<file path="config.mk">
export PLATFORM = sky130hd
export DESIGN_NAME = ioc_pin_cell
export DESIGN_NICKNAME = d
export VERILOG_FILES = /design/src/design/ioc_pkg.sv /design/src/design/ioc_pin_cell.sv /design/src/design/ioc_ctrl_select.sv
export SDC_FILE = /design/constraint.sdc
export NUM_CORES = 1
export LEC_CHECK = 0
export ABC_AREA = 1
export ABC_CLOCK_PERIOD_IN_PS = 3700
export BUFFER_PORTS_ARGS = -buffer_cell sky130_fd_sc_hd__buf_2
export CORE_MARGIN = 3
export CORE_UTILIZATION = 50
export DETAILED_ROUTE_END_ITERATION = 8
export PLACE_DENSITY = 0.75
export SLEW_MARGIN = 0
export SYNTH_ARGS = -nofsm -noshare
export SYNTH_HDL_FRONTEND = slang
export SYNTH_SLANG_ARGS = --single-unit
</file>
<file path="constraint.sdc">
create_clock -name sys_clk -period 3.7 [get_ports sys_clk]
set_clock_uncertainty 0.15 [all_clocks]
set_input_delay 0.74 -clock sys_clk [delete_from_list [all_inputs] [get_ports sys_clk]]
set_output_delay 0.74 -clock sys_clk [all_outputs]
set_load 0.005 [all_outputs]
</file>
<file path="src/design/ioc_pkg.sv">
// What this block does
// - One cell register serves as fast input capture or fast output register.
// - Pin mode is input only, output only or bidirectional.
// - Registered bidirectional pins keep only the output register in the cell.
// - Optional input delay line trades zero hold for longer setup.
// - Clock, clear, enable and output enable come from the shared control bus.
// - Shared bus carries twelve slots: eight enables out, six clock enables, two clocks, two clears.
// - Extra clock and output enables may come from a nearby logic cell.
// - Register may also be clocked from either of two dedicated clock pins.
// - Each slot is fed by a dedicated pin, a row logic cell or column routing.
// - Device-wide reset clears the cell register above every other control.
// - One clock sense applies to dedicated clock pins for every pin cell.
// - Logic block clocks choose true or inverted sense per block.
// - Using both senses of a dedicated input as clocks takes two slots.
// - Both senses of a dedicated input for other controls also take two slots.
// - Slots zero to five are output enables; the rest share roles as tabled.
// - Four slots drive the four device-wide global lines.
// - Enabled device-wide output enable input tri-states the pin driver.
package ioc_pkg;

  localparam int SLOTS = 12;
  localparam int DEDICATED_PINS = 6;
  localparam int GLOBALS = 4;
  localparam int BLOCKS = 4;
  localparam int DELAY_STAGES = 2;

  // Slot roles along the shared bus.
  localparam int SLOT_CE0 = 6;
  localparam int SLOT_CE1 = 7;
  localparam int SLOT_CE2 = 8;
  localparam int SLOT_CE3 = 9;
  localparam int SLOT_CE4 = 10;
  localparam int SLOT_CE5 = 11;

  // Register map, word addresses on the plain port.
  localparam logic [2:0] ADDR_MODE = 3'h0;
  localparam logic [2:0] ADDR_SEL = 3'h1;
  localparam logic [2:0] ADDR_SRC = 3'h2;
  localparam logic [2:0] ADDR_INV = 3'h3;
  localparam logic [2:0] ADDR_BLK = 3'h4;
  localparam logic [2:0] ADDR_STATUS = 3'h5;

  localparam logic [1:0] DIR_IN = 2'h0;
  localparam logic [1:0] DIR_OUT = 2'h1;
  localparam logic [1:0] DIR_BIDIR = 2'h2;

  localparam logic [1:0] ROLE_NONE = 2'h0;
  localparam logic [1:0] ROLE_IN = 2'h1;
  localparam logic [1:0] ROLE_OUT = 2'h2;

  localparam logic [3:0] OE_SEL_CELL = 4'h8;
  localparam logic [2:0] ENA_SEL_CELL = 3'h6;
  localparam logic [2:0] ENA_SEL_ALWAYS = 3'h7;
  localparam logic [1:0] CLR_SEL_NONE = 2'h2;

  localparam logic [1:0] SRC_DEDICATED = 2'h0;
  localparam logic [1:0] SRC_ROW = 2'h1;
  localparam logic [1:0] SRC_COLUMN = 2'h2;

  typedef struct packed {
    logic [1:0] dir;
    logic [1:0] role;
    logic delayEn;
    logic clkInvert;
    logic devOeUse;
    logic [3:0] oeSel;
    logic [2:0] enaSel;
    logic [1:0] clkSel;
    logic [1:0] clrSel;
    logic [23:0] slotSrc;
    logic [11:0] slotInv;
    logic [3:0] blkInv;
  } ioc_cfg_t;

  typedef struct packed {
    ioc_cfg_t cfg;
    logic [1:0] delayLine;
    logic clkPrev;
    logic cellQ;
    logic padOut;
    logic padOeN;
    logic toCore;
    logic [3:0] globalLine;
    logic [3:0] blockClk;
    logic [31:0] rdData;
  } ioc_state_t;

  localparam ioc_cfg_t CFG_RESET = '{dir: DIR_IN, role: ROLE_NONE, delayEn: 1'b0, clkInvert: 1'b0,
    devOeUse: 1'b0, oeSel: 4'h0, enaSel: ENA_SEL_ALWAYS, clkSel: 2'h0, clrSel: CLR_SEL_NONE,
    slotSrc: 24'h000000, slotInv: 12'h000, blkInv: 4'h0};

endpackage

</file>
<file path="src/design/ioc_pin_cell.sv">
`timescale 1ns/100ps
`default_nettype none
module ioc_pin_cell (
  input wire logic sys_clk,
  input wire logic rst,
  input wire logic [2:0] addr,
  input wire logic [31:0] wrData,
  input wire logic wrEn,
  input wire logic rdEn,
  output logic [31:0] rdData,
  input wire logic padIn,
  output logic padOut,
  output logic padOeN,
  input wire logic chipResetN,
  input wire logic devOe,
  input wire logic [5:0] dedicatedIn,
  input wire logic [1:0] dedClkPin,
  input wire logic [11:0] rowCellIn,
  input wire logic [11:0] colRouteIn,
  input wire logic coreData,
  input wire logic oeCellIn,
  input wire logic enaCellIn,
  output logic toCore,
  output logic [3:0] globalLine,
  output logic [3:0] blockClk
);

  ioc_pkg::ioc_state_t cur_ff;
  ioc_pkg::ioc_state_t nxt_cur;
  logic [11:0] slotVal;
  logic inPath;
  logic oeSig;
  logic enaSig;
  logic clkSig;
  logic clrUsed;
  logic clrN;
  logic clkEdge;
  logic [1:0] effRole;
  logic regD;
  logic drive;
  logic [15:0] oeChoices;
  logic [15:0] enaChoices;
  logic [15:0] clkChoices;
  logic [15:0] clrChoices;
  logic [1:0] dedClkSensed;

  // Every slot chooses its source; a slot and its partner six apart share a dedicated pin,
  // so both senses of one pin cost two slots.
  genvar gs;
  generate
    for (gs = 0; gs < ioc_pkg::SLOTS; gs++) begin : g_slot
      logic rawSlot;
      ioc_ctrl_select u_src (
        .choices({13'h0000, colRouteIn[gs], rowCellIn[gs], dedicatedIn[gs % ioc_pkg::DEDICATED_PINS]}),
        .sel({2'h0, cur_ff.cfg.slotSrc[2 * gs +: 2]}),
        .picked(rawSlot)
      );
      assign slotVal[gs] = rawSlot ^ cur_ff.cfg.slotInv[gs];
    end
  endgenerate

  // Dedicated clock pins share one sense for all pin cells.
  assign dedClkSensed = dedClkPin ^ {2{cur_ff.cfg.clkInvert}};

  // Role sharing of the twelve slots: output enables on slots zero to five plus two shared ones.
  assign oeChoices = {7'h00, oeCellIn, slotVal[ioc_pkg::SLOT_CE3], slotVal[ioc_pkg::SLOT_CE1],
    slotVal[5:0]};
  assign enaChoices = {8'h00, 1'b1, enaCellIn, slotVal[ioc_pkg::SLOT_CE5:ioc_pkg::SLOT_CE0]};
  assign clkChoices = {12'h000, dedClkSensed, slotVal[ioc_pkg::SLOT_CE5], slotVal[ioc_pkg::SLOT_CE0]};
  assign clrChoices = {14'h0000, slotVal[ioc_pkg::SLOT_CE4], slotVal[ioc_pkg::SLOT_CE2]};

  // Four selectors pull the register controls off the shared bus.
  ioc_ctrl_select u_oe (
    .choices(oeChoices),
    .sel(cur_ff.cfg.oeSel),
    .picked(oeSig)
  );
  ioc_ctrl_select u_ena (
    .choices(enaChoices),
    .sel({1'b0, cur_ff.cfg.enaSel}),
    .picked(enaSig)
  );
  ioc_ctrl_select u_clk (
    .choices(clkChoices),
    .sel({2'h0, cur_ff.cfg.clkSel}),
    .picked(clkSig)
  );
  ioc_ctrl_select u_clr (
    .choices(clrChoices),
    .sel({2'h0, cur_ff.cfg.clrSel}),
    .picked(clrN)
  );

  assign clrUsed = (cur_ff.cfg.clrSel != ioc_pkg::CLR_SEL_NONE);

  // The cell clock is a sampled level; its rising edge is found against last cycle's sample.
  assign clkEdge = clkSig & ~cur_ff.clkPrev;

  // The delay line adds sampling stages so the pad value arrives late, giving zero hold at setup's cost.
  assign inPath = cur_ff.cfg.delayEn ? cur_ff.delayLine[ioc_pkg::DELAY_STAGES - 1] : padIn;

  // A bidirectional pin may only use the cell register for output; input roles on a pin that
  // cannot take them are ignored rather than flagged.
  always_comb begin
    effRole = cur_ff.cfg.role;
    if (cur_ff.cfg.dir == ioc_pkg::DIR_BIDIR && cur_ff.cfg.role == ioc_pkg::ROLE_IN) begin
      effRole = ioc_pkg::ROLE_NONE;
    end
    if (cur_ff.cfg.dir == ioc_pkg::DIR_IN && cur_ff.cfg.role == ioc_pkg::ROLE_OUT) begin
      effRole = ioc_pkg::ROLE_NONE;
    end
    if (cur_ff.cfg.dir == ioc_pkg::DIR_OUT && cur_ff.cfg.role == ioc_pkg::ROLE_IN) begin
      effRole = ioc_pkg::ROLE_NONE;
    end
  end

  assign regD = (effRole == ioc_pkg::ROLE_IN) ? inPath : coreData;

  // Driver decision per direction mode, then the device-wide tri-state on top.
  always_comb begin
    drive = 1'b0;
    unique case (cur_ff.cfg.dir)
      ioc_pkg::DIR_OUT: begin
        drive = 1'b1;
      end
      ioc_pkg::DIR_BIDIR: begin
        drive = oeSig;
      end
      default: begin
        drive = 1'b0;
      end
    endcase
    if (cur_ff.cfg.devOeUse && devOe) begin
      drive = 1'b0;
    end
  end

  // Next-state logic for the whole cell.
  always_comb begin
    nxt_cur = cur_ff;
    nxt_cur.delayLine = {cur_ff.delayLine[0], padIn};
    nxt_cur.clkPrev = clkSig;
    // Device reset wins over clear, enable and clock alike.
    if (!chipResetN || (clrUsed && !clrN)) begin
      nxt_cur.cellQ = 1'b0;
    end else if (clkEdge && enaSig && effRole != ioc_pkg::ROLE_NONE) begin
      nxt_cur.cellQ = regD;
    end
    nxt_cur.padOut = (effRole == ioc_pkg::ROLE_OUT) ? cur_ff.cellQ : coreData;
    nxt_cur.padOeN = ~drive;
    nxt_cur.toCore = (effRole == ioc_pkg::ROLE_IN) ? cur_ff.cellQ : inPath;
    nxt_cur.globalLine = {slotVal[ioc_pkg::SLOT_CE5], slotVal[ioc_pkg::SLOT_CE3], slotVal[ioc_pkg::SLOT_CE1],
      slotVal[ioc_pkg::SLOT_CE0]};
    nxt_cur.blockClk = {ioc_pkg::BLOCKS{dedClkPin[0]}} ^ cur_ff.cfg.blkInv;
    // Writes land in the configuration fields.
    if (wrEn) begin
      unique case (addr)
        ioc_pkg::ADDR_MODE: begin
          nxt_cur.cfg.dir = wrData[1:0];
          nxt_cur.cfg.role = wrData[3:2];
          nxt_cur.cfg.delayEn = wrData[4];
          nxt_cur.cfg.clkInvert = wrData[5];
          nxt_cur.cfg.devOeUse = wrData[6];
        end
        ioc_pkg::ADDR_SEL: begin
          nxt_cur.cfg.oeSel = wrData[3:0];
          nxt_cur.cfg.enaSel = wrData[6:4];
          nxt_cur.cfg.clkSel = wrData[9:8];
          nxt_cur.cfg.clrSel = wrData[11:10];
        end
        ioc_pkg::ADDR_SRC: begin
          nxt_cur.cfg.slotSrc = wrData[23:0];
        end
        ioc_pkg::ADDR_INV: begin
          nxt_cur.cfg.slotInv = wrData[11:0];
        end
        ioc_pkg::ADDR_BLK: begin
          nxt_cur.cfg.blkInv = wrData[3:0];
        end
        default: begin
          nxt_cur.cfg = cur_ff.cfg;
        end
      endcase
    end
    // Read data stand for exactly one cycle; unmapped addresses read zero.
    nxt_cur.rdData = 32'h00000000;
    if (rdEn) begin
      unique case (addr)
        ioc_pkg::ADDR_MODE: begin
          nxt_cur.rdData = {25'h0000000, cur_ff.cfg.devOeUse, cur_ff.cfg.clkInvert, cur_ff.cfg.delayEn,
            cur_ff.cfg.role, cur_ff.cfg.dir};
        end
        ioc_pkg::ADDR_SEL: begin
          nxt_cur.rdData = {20'h00000, cur_ff.cfg.clrSel, cur_ff.cfg.clkSel, 1'b0, cur_ff.cfg.enaSel,
            cur_ff.cfg.oeSel};
        end
        ioc_pkg::ADDR_SRC: begin
          nxt_cur.rdData = {8'h00, cur_ff.cfg.slotSrc};
        end
        ioc_pkg::ADDR_INV: begin
          nxt_cur.rdData = {20'h00000, cur_ff.cfg.slotInv};
        end
        ioc_pkg::ADDR_BLK: begin
          nxt_cur.rdData = {28'h0000000, cur_ff.cfg.blkInv};
        end
        ioc_pkg::ADDR_STATUS: begin
          nxt_cur.rdData = {18'h00000, ~cur_ff.padOeN, cur_ff.cellQ, slotVal};
        end
        default: begin
          nxt_cur.rdData = 32'h00000000;
        end
      endcase
    end
  end

  // Single state register; reset takes constants only.
  always_ff @(posedge sys_clk or posedge rst) begin
    if (rst) begin
      cur_ff <= '{cfg: ioc_pkg::CFG_RESET, delayLine: 2'h0, clkPrev: 1'b0, cellQ: 1'b0, padOut: 1'b0,
        padOeN: 1'b1, toCore: 1'b0, globalLine: 4'h0, blockClk: 4'h0, rdData: 32'h00000000};
    end else begin
      cur_ff <= nxt_cur;
    end
  end

  assign rdData = cur_ff.rdData;
  assign padOut = cur_ff.padOut;
  assign padOeN = cur_ff.padOeN;
  assign toCore = cur_ff.toCore;
  assign globalLine = cur_ff.globalLine;
  assign blockClk = cur_ff.blockClk;

  // Device reset clears the register whatever the other controls do.
  chk_reset_clears: assert property (@(posedge sys_clk) disable iff (rst)
    !chipResetN |=> !cur_ff.cellQ) else $error("cell register not cleared by device reset");

  // The selected clear forces zero even when a clock edge arrives.
  chk_clear_wins: assert property (@(posedge sys_clk) disable iff (rst)
    (clrUsed && !clrN && clkEdge) |=> !cur_ff.cellQ) else $error("clear lost to clock edge");

  // A captured value equals the data seen at the enabled edge.
  chk_capture_data: assert property (@(posedge sys_clk) disable iff (rst)
    (chipResetN && !(clrUsed && !clrN) && clkEdge && enaSig && effRole != ioc_pkg::ROLE_NONE)
    |=> cur_ff.cellQ == $past(regD)) else $error("cell register missed its data");

  // Without an enabled edge and without clear the register holds.
  chk_hold_value: assert property (@(posedge sys_clk) disable iff (rst)
    (chipResetN && !(clrUsed && !clrN) && !(clkEdge && enaSig)) |=> $stable(cur_ff.cellQ))
    else $error("cell register changed without enabled edge");

  // An enabled device-wide output enable keeps the driver off.
  chk_devoe_off: assert property (@(posedge sys_clk) disable iff (rst)
    (cur_ff.cfg.devOeUse && devOe) |=> cur_ff.padOeN) else $error("pin driven under device tri-state");

  // Output-only pins drive unless tri-stated.
  chk_dir_drive: assert property (@(posedge sys_clk) disable iff (rst)
    (cur_ff.cfg.dir == ioc_pkg::DIR_OUT && !(cur_ff.cfg.devOeUse && devOe)) ##1
    (cur_ff.cfg.dir == ioc_pkg::DIR_OUT) |-> !cur_ff.padOeN) else $error("output pin not driven");

  // Bidirectional pins pass the input path straight to the core, never through the cell register.
  chk_bidir_path: assert property (@(posedge sys_clk) disable iff (rst)
    (cur_ff.cfg.dir == ioc_pkg::DIR_BIDIR) |=> cur_ff.toCore == $past(inPath))
    else $error("bidirectional input went through cell register");

  // Global lines follow their four shared slots one cycle later.
  chk_global_follow: assert property (@(posedge sys_clk) disable iff (rst)
    1'b1 |=> cur_ff.globalLine == $past({slotVal[ioc_pkg::SLOT_CE5], slotVal[ioc_pkg::SLOT_CE3],
    slotVal[ioc_pkg::SLOT_CE1], slotVal[ioc_pkg::SLOT_CE0]})) else $error("global line mismatch");

  // With the delay on, the pad reaches the core path three samples late.
  chk_delay_line: assert property (@(posedge sys_clk) disable iff (rst)
    (cur_ff.cfg.delayEn && effRole != ioc_pkg::ROLE_IN) [*3] |=> cur_ff.toCore == $past(padIn, 3))
    else $error("delay line latency wrong");

  // With the delay off the pad reaches the core one sample late, for the shortest setup.
  chk_delay_off: assert property (@(posedge sys_clk) disable iff (rst)
    (!cur_ff.cfg.delayEn && effRole != ioc_pkg::ROLE_IN) |=> cur_ff.toCore == $past(padIn))
    else $error("undelayed input path latency wrong");

  // Input-only pins never turn their driver on.
  chk_input_nodrive: assert property (@(posedge sys_clk) disable iff (rst)
    (cur_ff.cfg.dir == ioc_pkg::DIR_IN) |=> cur_ff.padOeN)
    else $error("input pin driven");

  // A bidirectional driver follows the selected output enable unless the device tri-state wins.
  chk_bidir_enable: assert property (@(posedge sys_clk) disable iff (rst)
    (cur_ff.cfg.dir == ioc_pkg::DIR_BIDIR && !(cur_ff.cfg.devOeUse && devOe))
    |=> cur_ff.padOeN == !$past(oeSig)) else $error("bidirectional driver ignores its enable");

  // The enable from the nearby logic cell becomes the picked output enable when it is selected.
  chk_oe_cell: assert property (@(posedge sys_clk) disable iff (rst)
    (cur_ff.cfg.oeSel == ioc_pkg::OE_SEL_CELL) |-> oeSig == oeCellIn)
    else $error("cell output enable not selected");

  // In the output role the pad is fed from the cell register, not from the core.
  chk_out_register: assert property (@(posedge sys_clk) disable iff (rst)
    (effRole == ioc_pkg::ROLE_OUT) |=> cur_ff.padOut == $past(cur_ff.cellQ))
    else $error("pad not fed by cell register");

  // In the input role the core is fed from the cell register, not from the pad.
  chk_in_register: assert property (@(posedge sys_clk) disable iff (rst)
    (effRole == ioc_pkg::ROLE_IN) |=> cur_ff.toCore == $past(cur_ff.cellQ))
    else $error("core not fed by cell register");

  // Each logic block clock carries its own sense of the first dedicated clock pin.
  chk_block_clock: assert property (@(posedge sys_clk) disable iff (rst)
    1'b1 |=> cur_ff.blockClk == $past({ioc_pkg::BLOCKS{dedClkPin[0]}} ^ cur_ff.cfg.blkInv))
    else $error("block clock sense wrong");

  // A clock edge with the enable low leaves the register alone.
  chk_enable_gate: assert property (@(posedge sys_clk) disable iff (rst)
    (chipResetN && !(clrUsed && !clrN) && clkEdge && !enaSig) |=> $stable(cur_ff.cellQ))
    else $error("cell register loaded with enable low");

endmodule
`default_nettype wire

</file>
<file path="src/design/ioc_ctrl_select.sv">
`timescale 1ns/100ps
`default_nettype none
// Picks one control bit out of up to sixteen candidates; unused choices must be tied by the caller.
module ioc_ctrl_select (
  input wire logic [15:0] choices,
  input wire logic [3:0] sel,
  output logic picked
);

  // A plain index keeps every control mux identical in timing.
  always_comb begin
    picked = choices[sel];
  end

endmodule
`default_nettype wire

</file>
==> results.cfg <==
[clock_network]
cts_tree = built
clock_sinks = 97
clockBufferDepth = 2
h-tree-depth = 3
root_buffer = clkbuf_8
numCtsBuffers = 9
clk_latency_ps = 380
cts_resized = 0
clkSlewWorstSetupHoldPaths_ps = 90
cts_setup_buffers = 0
hold_buffers = 0

[job]
maxCapViolCount = 0

[timing]
min_period_ps = 2203
max_freq_mhz = 453.9
slew_viol_final = 0
tightest_slew_ps = 1002
relSlewSlack_pct = 32.97
hold_violations = 0
finalSetupViolCount = 0
hold_ws_ps = 213.0
period_share_pct = 59.54
rsz0062_at_grt = false
fin_tns_setup_ps = 0

[die]
die_area_um2 = 11310
rows = 36
die_w_um = 106.4
core_area_um2 = 9774
io_pins = 120
start_util_pct = 51.54
fp.dieH_um = 106.4

[finish]
regArea_um2 = 2434
final_cell_area_um2 = 5625
utilization_pct = 57.55
area_growth_pct = 11.67
multi_input_area_um2 = 1893
mostFrequentLayoutCells = 152 x nand2_1, 103 x buf_2, 92 x dfrtp_1
nets = 778
n_antenna_cell = 0
drive_gt1_share_pct = 20.91
final_common_cell = nand2_1
final_cells = 836
fill_cells = 908

[global_route]
grt_use_total_pct = 23.03
grt_pass1_vias = 4153
grt_max_degree = 57
antenna_found_initial = 0
grt_pass1_wl_um = 20360
overflow = 0

[min_path]
worstHoldEndpoint = cur_ff[46]$_DFF_PP0_
hold_depth = 0
holdCritStartpoint = cur_ff[45]$_DFF_PP0_
hold_class = reg2reg

[critical_path]
crit_chain = buf_2, inv_2, nand3_4, inv_4, nand2_2, nor2_1, a21oi_2
path_max_fanout = 48
critPathBufInv = 3
worstRegToRegCells = 8
worstPathArrival_ps = 2280
cp-end-kind = register
critical-path-max-stage-delay_ps = 580
rrSetupSlack_ps = 1860
r2r-end = cur_ff[43]$_DFFE_PP0P_
crit_slowest_cell = nand2_2
critical_path_class = in2reg
cp.required_ps = 3780
cp_top_family = simple AND/OR/NAND/NOR gates
reg2reg_from = cur_ff[103]$_DFFE_PP0P_
critPathLaunchType = input port

[routing]
antenna_left = 0
num_vias = 4291
totalWireLength_um = 12560
routed_via_density = 5.133
wl_per_cell_um = 15.02
dr.pass1.iters = 5
drc = 0
drt_iter0_markers = 338

[logic_synthesis]
netlist_area_um2 = 5037
ys_ff_latch = 97
yosys_warnings = 0
yosysSeqAreaShare_pct = 48.31
synth.distinct_cells = 38
synthCells = 630
avgSynthCellArea_um2 = 7.996
ys.flop_type = dfrtp_1
synthArstFlopShare_pct = 100.0
synth-edff-count = 0

[place]
place.port_buffers = 103
gp_congestion = 0.8693
place_area_um2 = 5390
hpwl_um = 9333
dp.cells = 820

[power]
vdd_drop_max_v = 0.0002035
p_leak_nw = 3.052
p_per_area_nw_per_um2 = 508.5

[run_status]
status = completed
report_power, final:
| group | switching, mW | total [mW] | leakage [nW] | internal [mW] |
|---|---|---|---|---|
| logic | 0.401 | 0.660 | 1.73 | 0.258 |
| registers | 0.137 | 1.38 | 1.20 | 1.24 |
| clock network | 0.373 | 0.824 | 0.118 | 0.451 |
per-layer routing:
layer / part of all wire (%) / vias up / global-route usage (%)
li1: - / 2103 / -
met4: 3.1 / 0 / 10.64
met5: 0 / - / 0
met2: 48 / 165 / 37.65
met3: 5.8 / 29 / 3.643
met1: 43 / 1994 / 30.16
stage by stage:
step	total power, mW	worst slack [ps]
4_1_cts	2.863	1480
5_1_grt	3.040	1334
6_report	2.861	1497
2_1_floorplan	1.872	284.6
3_3_place_gp	2.024	1126
3_5_place_dp	2.047	1095
kinds of logic after synthesis:
logic type,share of synthesized area (%)
compound gates,11.97
mux,0.4222
other cells,0.07444
fa+ha+maj,0.7452
flops,48.31
simple gates,22.93
buf+inv,14.68
xor+xnor,0.8693
flip-flops by register name (all words and copies together) (netlist names):
| name | count |
|---|---|
| blockClk | 4 |
| cur_ff | 62 |
| globalLine | 4 |
| padOeN | 1 |
| padOut | 1 |
| rdData | 24 |
| toCore | 1 |
cell usage after synthesis (2+ instances only):
| library cell | instances | area [um2] |
|---|---|---|
| clkbuf_1 | 5 | 18.77 |
| o22ai_1 | 5 | 31.28 |
| buf_6 | 2 | 22.52 |
| o221ai_1 | 2 | 17.52 |
| a41oi_1 | 3 | 26.28 |
| nor3_1 | 2 | 10.01 |
| nand2_1 | 153 | 574.3 |
| nor2_1 | 45 | 168.9 |
| nand2_2 | 3 | 18.77 |
| dfstp_2 | 5 | 131.4 |
| and2_1 | 2 | 12.51 |
| a221oi_1 | 4 | 35.03 |
| nand4_1 | 7 | 43.79 |
| a21boi_0 | 2 | 15.01 |
| o21ai_1 | 7 | 35.03 |
| a21oi_2 | 10 | 87.58 |
| nand3_1 | 57 | 285.3 |
| a2111oi_0 | 2 | 17.52 |
| inv_1 | 90 | 337.8 |
| buf_2 | 6 | 30.03 |
| o21ai_0 | 44 | 220.2 |
| ha_1 | 3 | 37.54 |
| buf_4 | 41 | 307.8 |
| inv_2 | 3 | 11.26 |
| xor2_1 | 5 | 43.79 |
| dfrtp_1 | 92 | 2302 |
| a21oi_1 | 16 | 80.08 |
| a22oi_1 | 4 | 30.03 |
worst max-delay path by stage:
stage                       start                endpoint  slack, ps  cells after the start
after global placement    addr[2]  cur_ff[80]$_DFFE_PP0P_       1130                      7
final                     addr[2]  cur_ff[81]$_DFFE_PP0P_       1500                      7
after detailed placement  addr[2]  cur_ff[68]$_DFFE_PP0P_       1090                      6
after CTS                 addr[2]  cur_ff[68]$_DFFE_PP0P_       1480                      6
after global routing      addr[2]  cur_ff[68]$_DFFE_PP0P_       1330                      6
after floorplan               rst   blockClk[0]$_DFF_PP0_        280                      1
cell type report:
cell class                 instances  area share, %
clock buffer                      11          2.335
clock inverter                     5          1.846
inverter                          95          6.428
multi-input combinational        391          33.65
sequential                        97          43.26
tap                              133          2.958
timing repair buffer             104          9.520
Note: power is estimated with default switching activity, not from simulation.
